[config.mk]
export PLATFORM = sky130hd
export DESIGN_NAME = gpmc_top
export DESIGN_NICKNAME = d
export VERILOG_FILES = /design/src/gpmc_pkg.sv /design/src/gpmc_mode_latch.sv /design/src/gpmc_top.sv
export SDC_FILE = /design/constraint.sdc
export NUM_CORES = 1
export LEC_CHECK = 0
export ABC_CLOCK_PERIOD_IN_PS = 1500
export BUFFER_PORTS_ARGS = -buffer_cell sky130_fd_sc_hd__buf_2
export CAP_MARGIN = 0
export CORE_AREA = 10 10 73 75
export DETAILED_ROUTE_END_ITERATION = 12
export DIE_AREA = 0 0 83 85
export PLACE_DENSITY = 0.88
export SKIP_CTS_REPAIR_TIMING = 1
export SLEW_MARGIN = 30
export SYNTH_ARGS = -nofsm -noshare
export SYNTH_HDL_FRONTEND = slang
export SYNTH_SLANG_ARGS = --single-unit
[constraint.sdc]
create_clock -name clk_sys -period 1.5 [get_ports clk_sys]
set_input_delay 0.075 -clock clk_sys [delete_from_list [all_inputs] [get_ports clk_sys]]
set_output_delay 0.075 -clock clk_sys [all_outputs]
set_load 0.02 [all_outputs]
[src/gpmc_pkg.sv]
// package: constants for the gpio pad mode control block
package gpmc_pkg;
  // --------------------------------------------------------------
  // register map
  // --------------------------------------------------------------
  localparam logic [7:0] PAD_CTRL_ADDR = 8'h00_b5;
  localparam logic [7:0] PORT0_OUT_ADDR = 8'h00_80;
  localparam logic [7:0] PORT0_CFG_ADDR = 8'h00_a4;
  // --------------------------------------------------------------
  // field positions
  // --------------------------------------------------------------
  localparam int BIT_STROBE = 7;
  localparam int BIT_PULLUP_OFF = 6;
  localparam int BIT_MATRIX = 5;
  localparam int BIT_DOUBLE_DRIVE = 4;
  localparam int BIT_LED_MID_TRIP = 3;
  localparam int BIT_PIN_MID_TRIP = 2;
  localparam int LED_PIN = 5;
  // --------------------------------------------------------------
  // reset values and timing
  // --------------------------------------------------------------
  localparam logic [7:0] PAD_CTRL_RESET = 8'h00_0c;
  localparam logic [7:0] PORT0_OUT_RESET = 8'h00_00;
  localparam logic [7:0] PORT0_CFG_RESET = 8'h00_00;
  localparam int CAPTURE_CYCLES = 2;
  localparam logic [1:0] LED_OFF = 2'h0;
  localparam logic [1:0] LED_LOW = 2'h1;
  localparam logic [1:0] LED_MID = 2'h2;
  localparam logic [1:0] LED_HIGH = 2'h3;
endpackage

[src/gpmc_mode_latch.sv]
// module: one pad permanent mode latch with strobe and capture delay
`timescale 1ns/1ps
`default_nettype none
module gpmc_mode_latch (
  // clock and reset
  input wire logic clk_sys,
  input wire logic resetn,
  // control
  input wire logic strobe,
  input wire logic value,
  // state
  output logic mode,
  output logic busy
);
  logic held;
  logic next_held;
  logic [1:0] delay;
  logic [1:0] next_delay;
  logic strobe_d;
  logic next_strobe_d;

  // transparent while strobe is high, closes as it falls; busy stays two clocks more
  always_comb begin
    next_strobe_d = strobe;
    next_held = held;
    next_delay = delay;
    if (strobe) begin
      next_held = value;
      next_delay = 2'(gpmc_pkg::CAPTURE_CYCLES);
    end else if (delay != 2'h0) begin
      next_delay = 2'(delay - 2'h1);
    end
  end

  // reset clears the latch too; real pads would keep it, kept simple here
  always_ff @(posedge clk_sys or negedge resetn) begin
    if (!resetn) begin
      held <= 1'b0;
      delay <= 2'h0;
      strobe_d <= 1'b0;
    end else begin
      held <= next_held;
      delay <= next_delay;
      strobe_d <= next_strobe_d;
    end
  end

  assign mode = held;
  assign busy = strobe | (delay != 2'h0);

  // captured value stands once the strobe has fallen
  a_latch_holds: assert property (@(posedge clk_sys) disable iff (!resetn)
    (!strobe && !$past(strobe)) |-> $stable(held))
    else $error("mode latch changed while closed");
  a_latch_follows: assert property (@(posedge clk_sys) disable iff (!resetn)
    strobe |=> (held == $past(value)))
    else $error("mode latch not transparent during strobe");
  a_capture_done: assert property (@(posedge clk_sys) disable iff (!resetn)
    ($fell(strobe_d) && !strobe) |-> ##[0:2] !busy)
    else $error("capture took more than two clocks");
endmodule
`default_nettype wire

[src/gpmc_top.sv]
// module: gpio pad mode control register and pad steering
// Summary of operation
// - strobe high opens mode latches, passing pull-up-off and matrix bits to pads.
// - strobe written 0-1-0 captures both modes; done within two clocks.
// - pull-up-off bit reads back the latched pad value.
// - latched pull-up-off disables pull-ups on pins 1 and 2.
// - matrix bit reads back the latched pad value.
// - latched matrix drives pins 1 to 3 low, pull-ups off.
// - double-drive bit doubles output drive of all pins.
// - bit 3 sets pin 5 trip point to 45 percent supply.
// - bit 2 sets all other pins' trip point to 45 percent.
// - led field selects current: off, 0.62, 1.00, 1.62 of 600uA.
// - led on/off follows pin 5 bit of port 0 output register.
// - led field zero makes pin 5 output read as zero.
// - open-drain pins keep pull-up unless pull-up-off or matrix overrides; pin 5 has none.
`timescale 1ns/1ps
`default_nettype none
module gpmc_top #(
  parameter int PINS = 8
) (
  // clock and reset
  input wire logic clk_sys,
  input wire logic resetn,
  // special-function register bus
  input wire logic [7:0] sfr_addr,
  input wire logic sfr_wr,
  input wire logic sfr_rd,
  input wire logic [7:0] sfr_wdata,
  output logic [7:0] sfr_rdata,
  output logic sfr_hit,
  // pad pins, output enable low while driving
  input wire logic [PINS-1:0] pad_in,
  output logic [PINS-1:0] pad_out,
  output logic [PINS-1:0] pad_oe_n,
  output logic [PINS-1:0] pad_pullup_en,
  // analog pad settings
  output logic double_drive,
  output logic led_pin_mid_trip,
  output logic pin_mid_trip,
  output logic [1:0] led_current_level,
  output logic led_enable,
  // pad mode latch state
  output logic pullup_off_mode,
  output logic matrix_mode,
  output logic mode_busy
);
  // ------------------------------------------------------------------
  // registers
  // ------------------------------------------------------------------
  logic [7:0] pad_ctrl;
  logic [7:0] next_pad_ctrl;
  logic [7:0] port0_output_reg;
  logic [7:0] next_port0_output_reg;
  logic [7:0] port0_drive_config;
  logic [7:0] next_port0_drive_config;
  logic [7:0] next_sfr_rdata;
  logic busy_roff;
  logic busy_matrix;

  // write decode; the pad mode bits are stored as last written
  always_comb begin
    next_pad_ctrl = pad_ctrl;
    next_port0_output_reg = port0_output_reg;
    next_port0_drive_config = port0_drive_config;
    if (sfr_wr) begin
      case (sfr_addr)
        gpmc_pkg::PAD_CTRL_ADDR: begin
          next_pad_ctrl = sfr_wdata;
        end
        gpmc_pkg::PORT0_OUT_ADDR: begin
          next_port0_output_reg = sfr_wdata;
        end
        gpmc_pkg::PORT0_CFG_ADDR: begin
          next_port0_drive_config = sfr_wdata;
        end
        default: begin
          next_pad_ctrl = pad_ctrl;
        end
      endcase
    end
  end

  // register storage
  always_ff @(posedge clk_sys or negedge resetn) begin
    if (!resetn) begin
      pad_ctrl <= gpmc_pkg::PAD_CTRL_RESET;
      port0_output_reg <= gpmc_pkg::PORT0_OUT_RESET;
      port0_drive_config <= gpmc_pkg::PORT0_CFG_RESET;
    end else begin
      pad_ctrl <= next_pad_ctrl;
      port0_output_reg <= next_port0_output_reg;
      port0_drive_config <= next_port0_drive_config;
    end
  end

  // ------------------------------------------------------------------
  // pad mode latches
  // ------------------------------------------------------------------
  gpmc_mode_latch u_roff (
    .clk_sys(clk_sys),
    .resetn(resetn),
    .strobe(pad_ctrl[gpmc_pkg::BIT_STROBE]),
    .value(pad_ctrl[gpmc_pkg::BIT_PULLUP_OFF]),
    .mode(pullup_off_mode),
    .busy(busy_roff)
  );
  gpmc_mode_latch u_matrix (
    .clk_sys(clk_sys),
    .resetn(resetn),
    .strobe(pad_ctrl[gpmc_pkg::BIT_STROBE]),
    .value(pad_ctrl[gpmc_pkg::BIT_MATRIX]),
    .mode(matrix_mode),
    .busy(busy_matrix)
  );
  assign mode_busy = busy_roff | busy_matrix;

  // ------------------------------------------------------------------
  // read path
  // ------------------------------------------------------------------
  // mode bits come from the pads, so a write without strobe is not seen
  always_comb begin
    next_sfr_rdata = 8'h00_00;
    case (sfr_addr)
      gpmc_pkg::PAD_CTRL_ADDR: begin
        next_sfr_rdata = pad_ctrl;
        next_sfr_rdata[gpmc_pkg::BIT_PULLUP_OFF] = pullup_off_mode;
        next_sfr_rdata[gpmc_pkg::BIT_MATRIX] = matrix_mode;
      end
      gpmc_pkg::PORT0_OUT_ADDR: begin
        next_sfr_rdata = 8'(pad_in);
        next_sfr_rdata[gpmc_pkg::LED_PIN] = led_enable;
      end
      gpmc_pkg::PORT0_CFG_ADDR: begin
        next_sfr_rdata = port0_drive_config;
      end
      default: begin
        next_sfr_rdata = 8'h00_00;
      end
    endcase
  end

  // read data registered on a read strobe
  always_ff @(posedge clk_sys or negedge resetn) begin
    if (!resetn) begin
      sfr_rdata <= 8'h00_00;
    end else if (sfr_rd) begin
      sfr_rdata <= next_sfr_rdata;
    end
  end

  assign sfr_hit = (sfr_addr == gpmc_pkg::PAD_CTRL_ADDR) ||
                   (sfr_addr == gpmc_pkg::PORT0_OUT_ADDR) ||
                   (sfr_addr == gpmc_pkg::PORT0_CFG_ADDR);

  // ------------------------------------------------------------------
  // pad steering
  // ------------------------------------------------------------------
  assign double_drive = pad_ctrl[gpmc_pkg::BIT_DOUBLE_DRIVE];
  assign led_pin_mid_trip = pad_ctrl[gpmc_pkg::BIT_LED_MID_TRIP];
  assign pin_mid_trip = pad_ctrl[gpmc_pkg::BIT_PIN_MID_TRIP];
  assign led_current_level = pad_ctrl[1:0];
  // led switch follows the port bit, current level gates it
  assign led_enable = port0_output_reg[gpmc_pkg::LED_PIN] &&
                      (pad_ctrl[1:0] != gpmc_pkg::LED_OFF);

  // open drain drives only a low; matrix mode forces pins 1..3 low
  always_comb begin
    for (int i = 0; i < PINS; i++) begin
      pad_out[i] = port0_output_reg[i];
      pad_oe_n[i] = port0_drive_config[i] ? 1'b0 : port0_output_reg[i];
      pad_pullup_en[i] = !port0_drive_config[i];
    end
    pad_oe_n[0] = 1'b1;
    pad_out[gpmc_pkg::LED_PIN] = led_enable;
    pad_oe_n[gpmc_pkg::LED_PIN] = !led_enable;
    pad_pullup_en[gpmc_pkg::LED_PIN] = 1'b0;
    if (pullup_off_mode) begin
      pad_pullup_en[1] = 1'b0;
      pad_pullup_en[2] = 1'b0;
    end
    if (matrix_mode) begin
      for (int j = 1; j <= 3; j++) begin
        pad_out[j] = 1'b0;
        pad_oe_n[j] = 1'b0;
        pad_pullup_en[j] = 1'b0;
      end
    end
  end

  // ------------------------------------------------------------------
  // checks
  // ------------------------------------------------------------------
  a_roff_pullups: assert property (@(posedge clk_sys) disable iff (!resetn)
    pullup_off_mode |-> (pad_pullup_en[2:1] == 2'h0))
    else $error("pull-ups on while pull-up-off latched");
  a_matrix_drive: assert property (@(posedge clk_sys) disable iff (!resetn)
    matrix_mode |-> (pad_oe_n[3:1] == 3'h0 && pad_out[3:1] == 3'h0))
    else $error("matrix pins not driven low");
  a_led_gate: assert property (@(posedge clk_sys) disable iff (!resetn)
    (led_current_level == gpmc_pkg::LED_OFF) |-> !led_enable)
    else $error("led enabled with zero current");
  a_led_follow: assert property (@(posedge clk_sys) disable iff (!resetn)
    (led_current_level != gpmc_pkg::LED_OFF) |->
      (led_enable == port0_output_reg[gpmc_pkg::LED_PIN]))
    else $error("led does not follow port bit");
  a_roff_read: assert property (@(posedge clk_sys) disable iff (!resetn)
    (sfr_rd && sfr_addr == gpmc_pkg::PAD_CTRL_ADDR) |=>
      (sfr_rdata[gpmc_pkg::BIT_PULLUP_OFF] == $past(pullup_off_mode)))
    else $error("pull-up-off read not from latch");
  a_matrix_read: assert property (@(posedge clk_sys) disable iff (!resetn)
    (sfr_rd && sfr_addr == gpmc_pkg::PAD_CTRL_ADDR) |=>
      (sfr_rdata[gpmc_pkg::BIT_MATRIX] == $past(matrix_mode)))
    else $error("matrix read not from latch");
  a_ctrl_write: assert property (@(posedge clk_sys) disable iff (!resetn)
    (sfr_wr && sfr_addr == gpmc_pkg::PAD_CTRL_ADDR) |=>
      (double_drive == $past(sfr_wdata[4]) &&
       led_current_level == $past(sfr_wdata[1:0])))
    else $error("control write not applied");
  a_trip_write: assert property (@(posedge clk_sys) disable iff (!resetn)
    (sfr_wr && sfr_addr == gpmc_pkg::PAD_CTRL_ADDR) |=>
      (led_pin_mid_trip == $past(sfr_wdata[3]) &&
       pin_mid_trip == $past(sfr_wdata[2])))
    else $error("trip point write not applied");
endmodule
`default_nettype wire

==> flow_summary.json <==
{
  "run_status": "completed",
  "vdd_drop_max_v": 0.000444,
  "drt_pre_antenna_iters": 4,
  "cts_tree": "built",
  "final.period_utilization_pct": 90.9,
  "finalClockSkew_ns": 0.00659,
  "worst_path_max_delay_cell": "sky130_fd_sc_hd__dfrtp_1",
  "gp_congestion": 0.812,
  "crit_path_max_fanout": 11,
  "synth_seq_cells": 38,
  "synth_area_mm2": 0.00186,
  "die_w_um": 83,
  "final_wirelength_mm": 4.57,
  "htreeDepth": 2,
  "synthesis.yosys.warnings": 0,
  "synth_compound_gate_area_share_pct": 11.5,
  "fill_cells": 368,
  "setup_viol": 0,
  "drive_gt1_share_pct": 48.9,
  "first_global_vias": 1566,
  "timing.final.max_slew_violations": 0,
  "fin_crit_ns": 1.36,
  "via_per_inst": 5.05,
  "synth.area.top_cells": "sky130_fd_sc_hd__dfrtp_1 48%, sky130_fd_sc_hd__mux2_2 16%, sky130_fd_sc_hd__a22o_1 3.8%",
  "clock-root-buffer": "sky130_fd_sc_hd__clkbuf_8",
  "yosys.area.top_type": "sky130_fd_sc_hd__dfrtp_1",
  "insertedDiodeCount": 0,
  "floorplan.initialDensity_pct": 47.6,
  "start_kind": "flip-flop",
  "syn-num-nets": 191,
  "drtIter0Drc": 49,
  "std_cell_rows": 23,
  "grt_start_max_net_pins": 24,
  "synth_edf_count": 0,
  "synthMuxAreaShare_pct": 15.7,
  "tightestPinTransition_ns": 0.510,
  "async_reset_ff_share_pct": 100,
  "timing.hold.worst.class": "in2reg",
  "slew_hr_pct": 66.0,
  "seqCellArea_um2": 953,
  "synth_instances": 161,
  "final.hold.worst_slack_ns": 0.0416,
  "final.setup.tns_ns": 0,
  "place.detailed.instances": 270,
  "portion_of_the_post_synthesis_area_used_by_sequential_elements_pct": 51.1,
  "finalCoreUtilization_pct": 60.0,
  "final_routed_drc_violation_total": 0,
  "grt_remaining_overflow": 0,
  "chip_height_um": 85,
  "syn2layout_area_growth_pct": 25.9,
  "io_buffers": 66,
  "rsz0062_at_grt": "no",
  "worstPathRequired_ns": 1.42,
  "highest_clock_frequency_the_design_can_meet_ghz": 0.734,
  "gr-usage-all-layers_pct": 13.3,
  "multi_input_comb_area_um2": 763,
  "crit_path_max_incr_delay_ns": 0.56,
  "clkSinkCount": 38,
  "power-per-cell-area_mw_per_mm2": 1040,
  "synth-xor-area-share_pct": 1.41,
  "cp-end-kind": "output pin",
  "most-common-layout-cells": "66 x sky130_fd_sc_hd__buf_2, 36 x sky130_fd_sc_hd__dfrtp_1, 26 x sky130_fd_sc_hd__mux2_2, 17 x sky130_fd_sc_hd__inv_1",
  "detailroute.via_count": 1408,
  "drv_cap": 0,
  "synth_adder_area_share_pct": 1.34,
  "clk_latency_ns": 0.29,
  "synth_ff_type": "sky130_fd_sc_hd__dfrtp_1",
  "critical_path_cell_by_cell": "nor2_1, and2_1, buf_2",
  "post_synth_num_cell_types": 29,
  "yosys.area.top_type_share_pct": 48.3,
  "coreArea_mm2": 0.00391,
  "instances_no_fill": 279,
  "layout.cells.most_common": "sky130_fd_sc_hd__buf_2",
  "post_drt_wl_per_cell_um": 16.4,
  "clk_transition_reported_paths_ns": 0.07,
  "combinational_family_with_the_most_area_after_synthesis": "multiplexers",
  "top_level_ports": 70,
  "final_antenna_net_count": 0,
  "ctsLongestPathBuffers": 2,
  "final_hold_violation_count": 0,
  "timing.setup.critical_path_class": "reg2out",
  "num-nets-final": 258,
  "cellLeakagePower_uw": 0.00125,
  "synth_simple_gate_area_share_pct": 10.3,
  "antenna_found_initial": 0,
  "first_pass_grt_wire_length_mm": 7.59,
  "syn_avg_cell_area_um2": 11.6,
  "crit_arrival_ns": 1.29,
  "total_clock_buffers_created_by_cts": 5,
  "dpl.hpwl_mm": 3.63,
  "die-area_mm2": 0.00706
}
## path summary, 6_finish.rpt
| kind | start | end | cells past startpoint | slack (ns) |
|---|---|---|---|---|
| worst min-delay path | sfr_wdata[2] | port0_drive_config[2]$_DFFE_PN0P_ | 2 | 0.04 |
| min in group asynchronous | resetn | pad_ctrl[6]$_DFFE_PN0P_ | 2 | 0.29 |
| max in group asynchronous | resetn | pad_ctrl[3]$_DFFE_PN1P_ | 3 | 0.62 |
| worst max register to register | u_matrix.mode$_DFFE_PN0P_ | sfr_rdata[5]$_DFFE_PN0P_ | 3 | 0.36 |
| worst max-delay path | u_matrix.mode$_DFFE_PN0P_ | pad_oe_n[3] | 3 | 0.14 |
| worst min register to register | u_matrix.delay[1]$_DFFE_PN0P_ | u_matrix.delay[1]$_DFFE_PN0P_ | 1 | 0.50 |
## power breakdown
group,leakage [µW],switching [µW],internal [µW]
registers,0.000511,70.1,1120
logic,0.000693,291,236
clock network,0.0000482,347,371
total,0.00125,708,1730
## synth_stat cells (3+ instances only)
master	instances
sky130_fd_sc_hd__a22o_1	8
sky130_fd_sc_hd__a22oi_1	8
sky130_fd_sc_hd__and3_1	3
sky130_fd_sc_hd__buf_4	8
sky130_fd_sc_hd__clkbuf_1	4
sky130_fd_sc_hd__dfrtp_1	36
sky130_fd_sc_hd__inv_1	17
sky130_fd_sc_hd__mux2_2	26
sky130_fd_sc_hd__nor2_1	7
sky130_fd_sc_hd__nor2b_1	6
sky130_fd_sc_hd__o22ai_1	8
sky130_fd_sc_hd__xor2_1	3
## routing by layer
layer  routed length, µm  global-route usage (%)  vias to the layer above
met5                   0                       0                        -
met4                  78                    6.97                        0
met3                 322                    5.45                        5
met2                2200                    21.2                       48
met1                1960                    15.0                      665
li1                    -                       -                      690
## through the flow
stage | setup WS [ns] | cell area [µm²] | total power, µW
3_5_place_dp | 0.0208 | 2250 | 1750
5_1_grt | 0.0517 | 2350 | 2600
3_3_place_gp | 0.0355 | 2250 | 1710
6_report | 0.137 | 2350 | 2440
2_1_floorplan | 0.136 | 1870 | 1560
4_1_cts | 0.113 | 2340 | 2470
## final cells by class
type	instances	share of cell area [%]
sequential	38	40.6
clock inverter	1	0.213
tap	50	2.67
inverter	17	2.72
multi-input combinational	91	32.5
timing repair buffer	75	17.6
clock buffer	7	3.68
## critical path: cells and delay by family, from the launching register on
kind,cells,cell delay (ns)
and+or+nand+nor,2,0.28
buffers and inverters,1,0.15
DFF,1,0.56
## kinds of logic (layout without fill, tap and decap cells)
kind of cell               Yosys count  after routing
buffers and inverters               32            100
DFF                                 38             38
muxes                               26             26
xor gates and xnor gates             3              3
and+or+nand+nor                     29             29
adders and majority gates            2              2
AOI/OAI and AO/OA                   29             29
other                                2              2
Note: power is estimated with default switching activity, not from simulation.
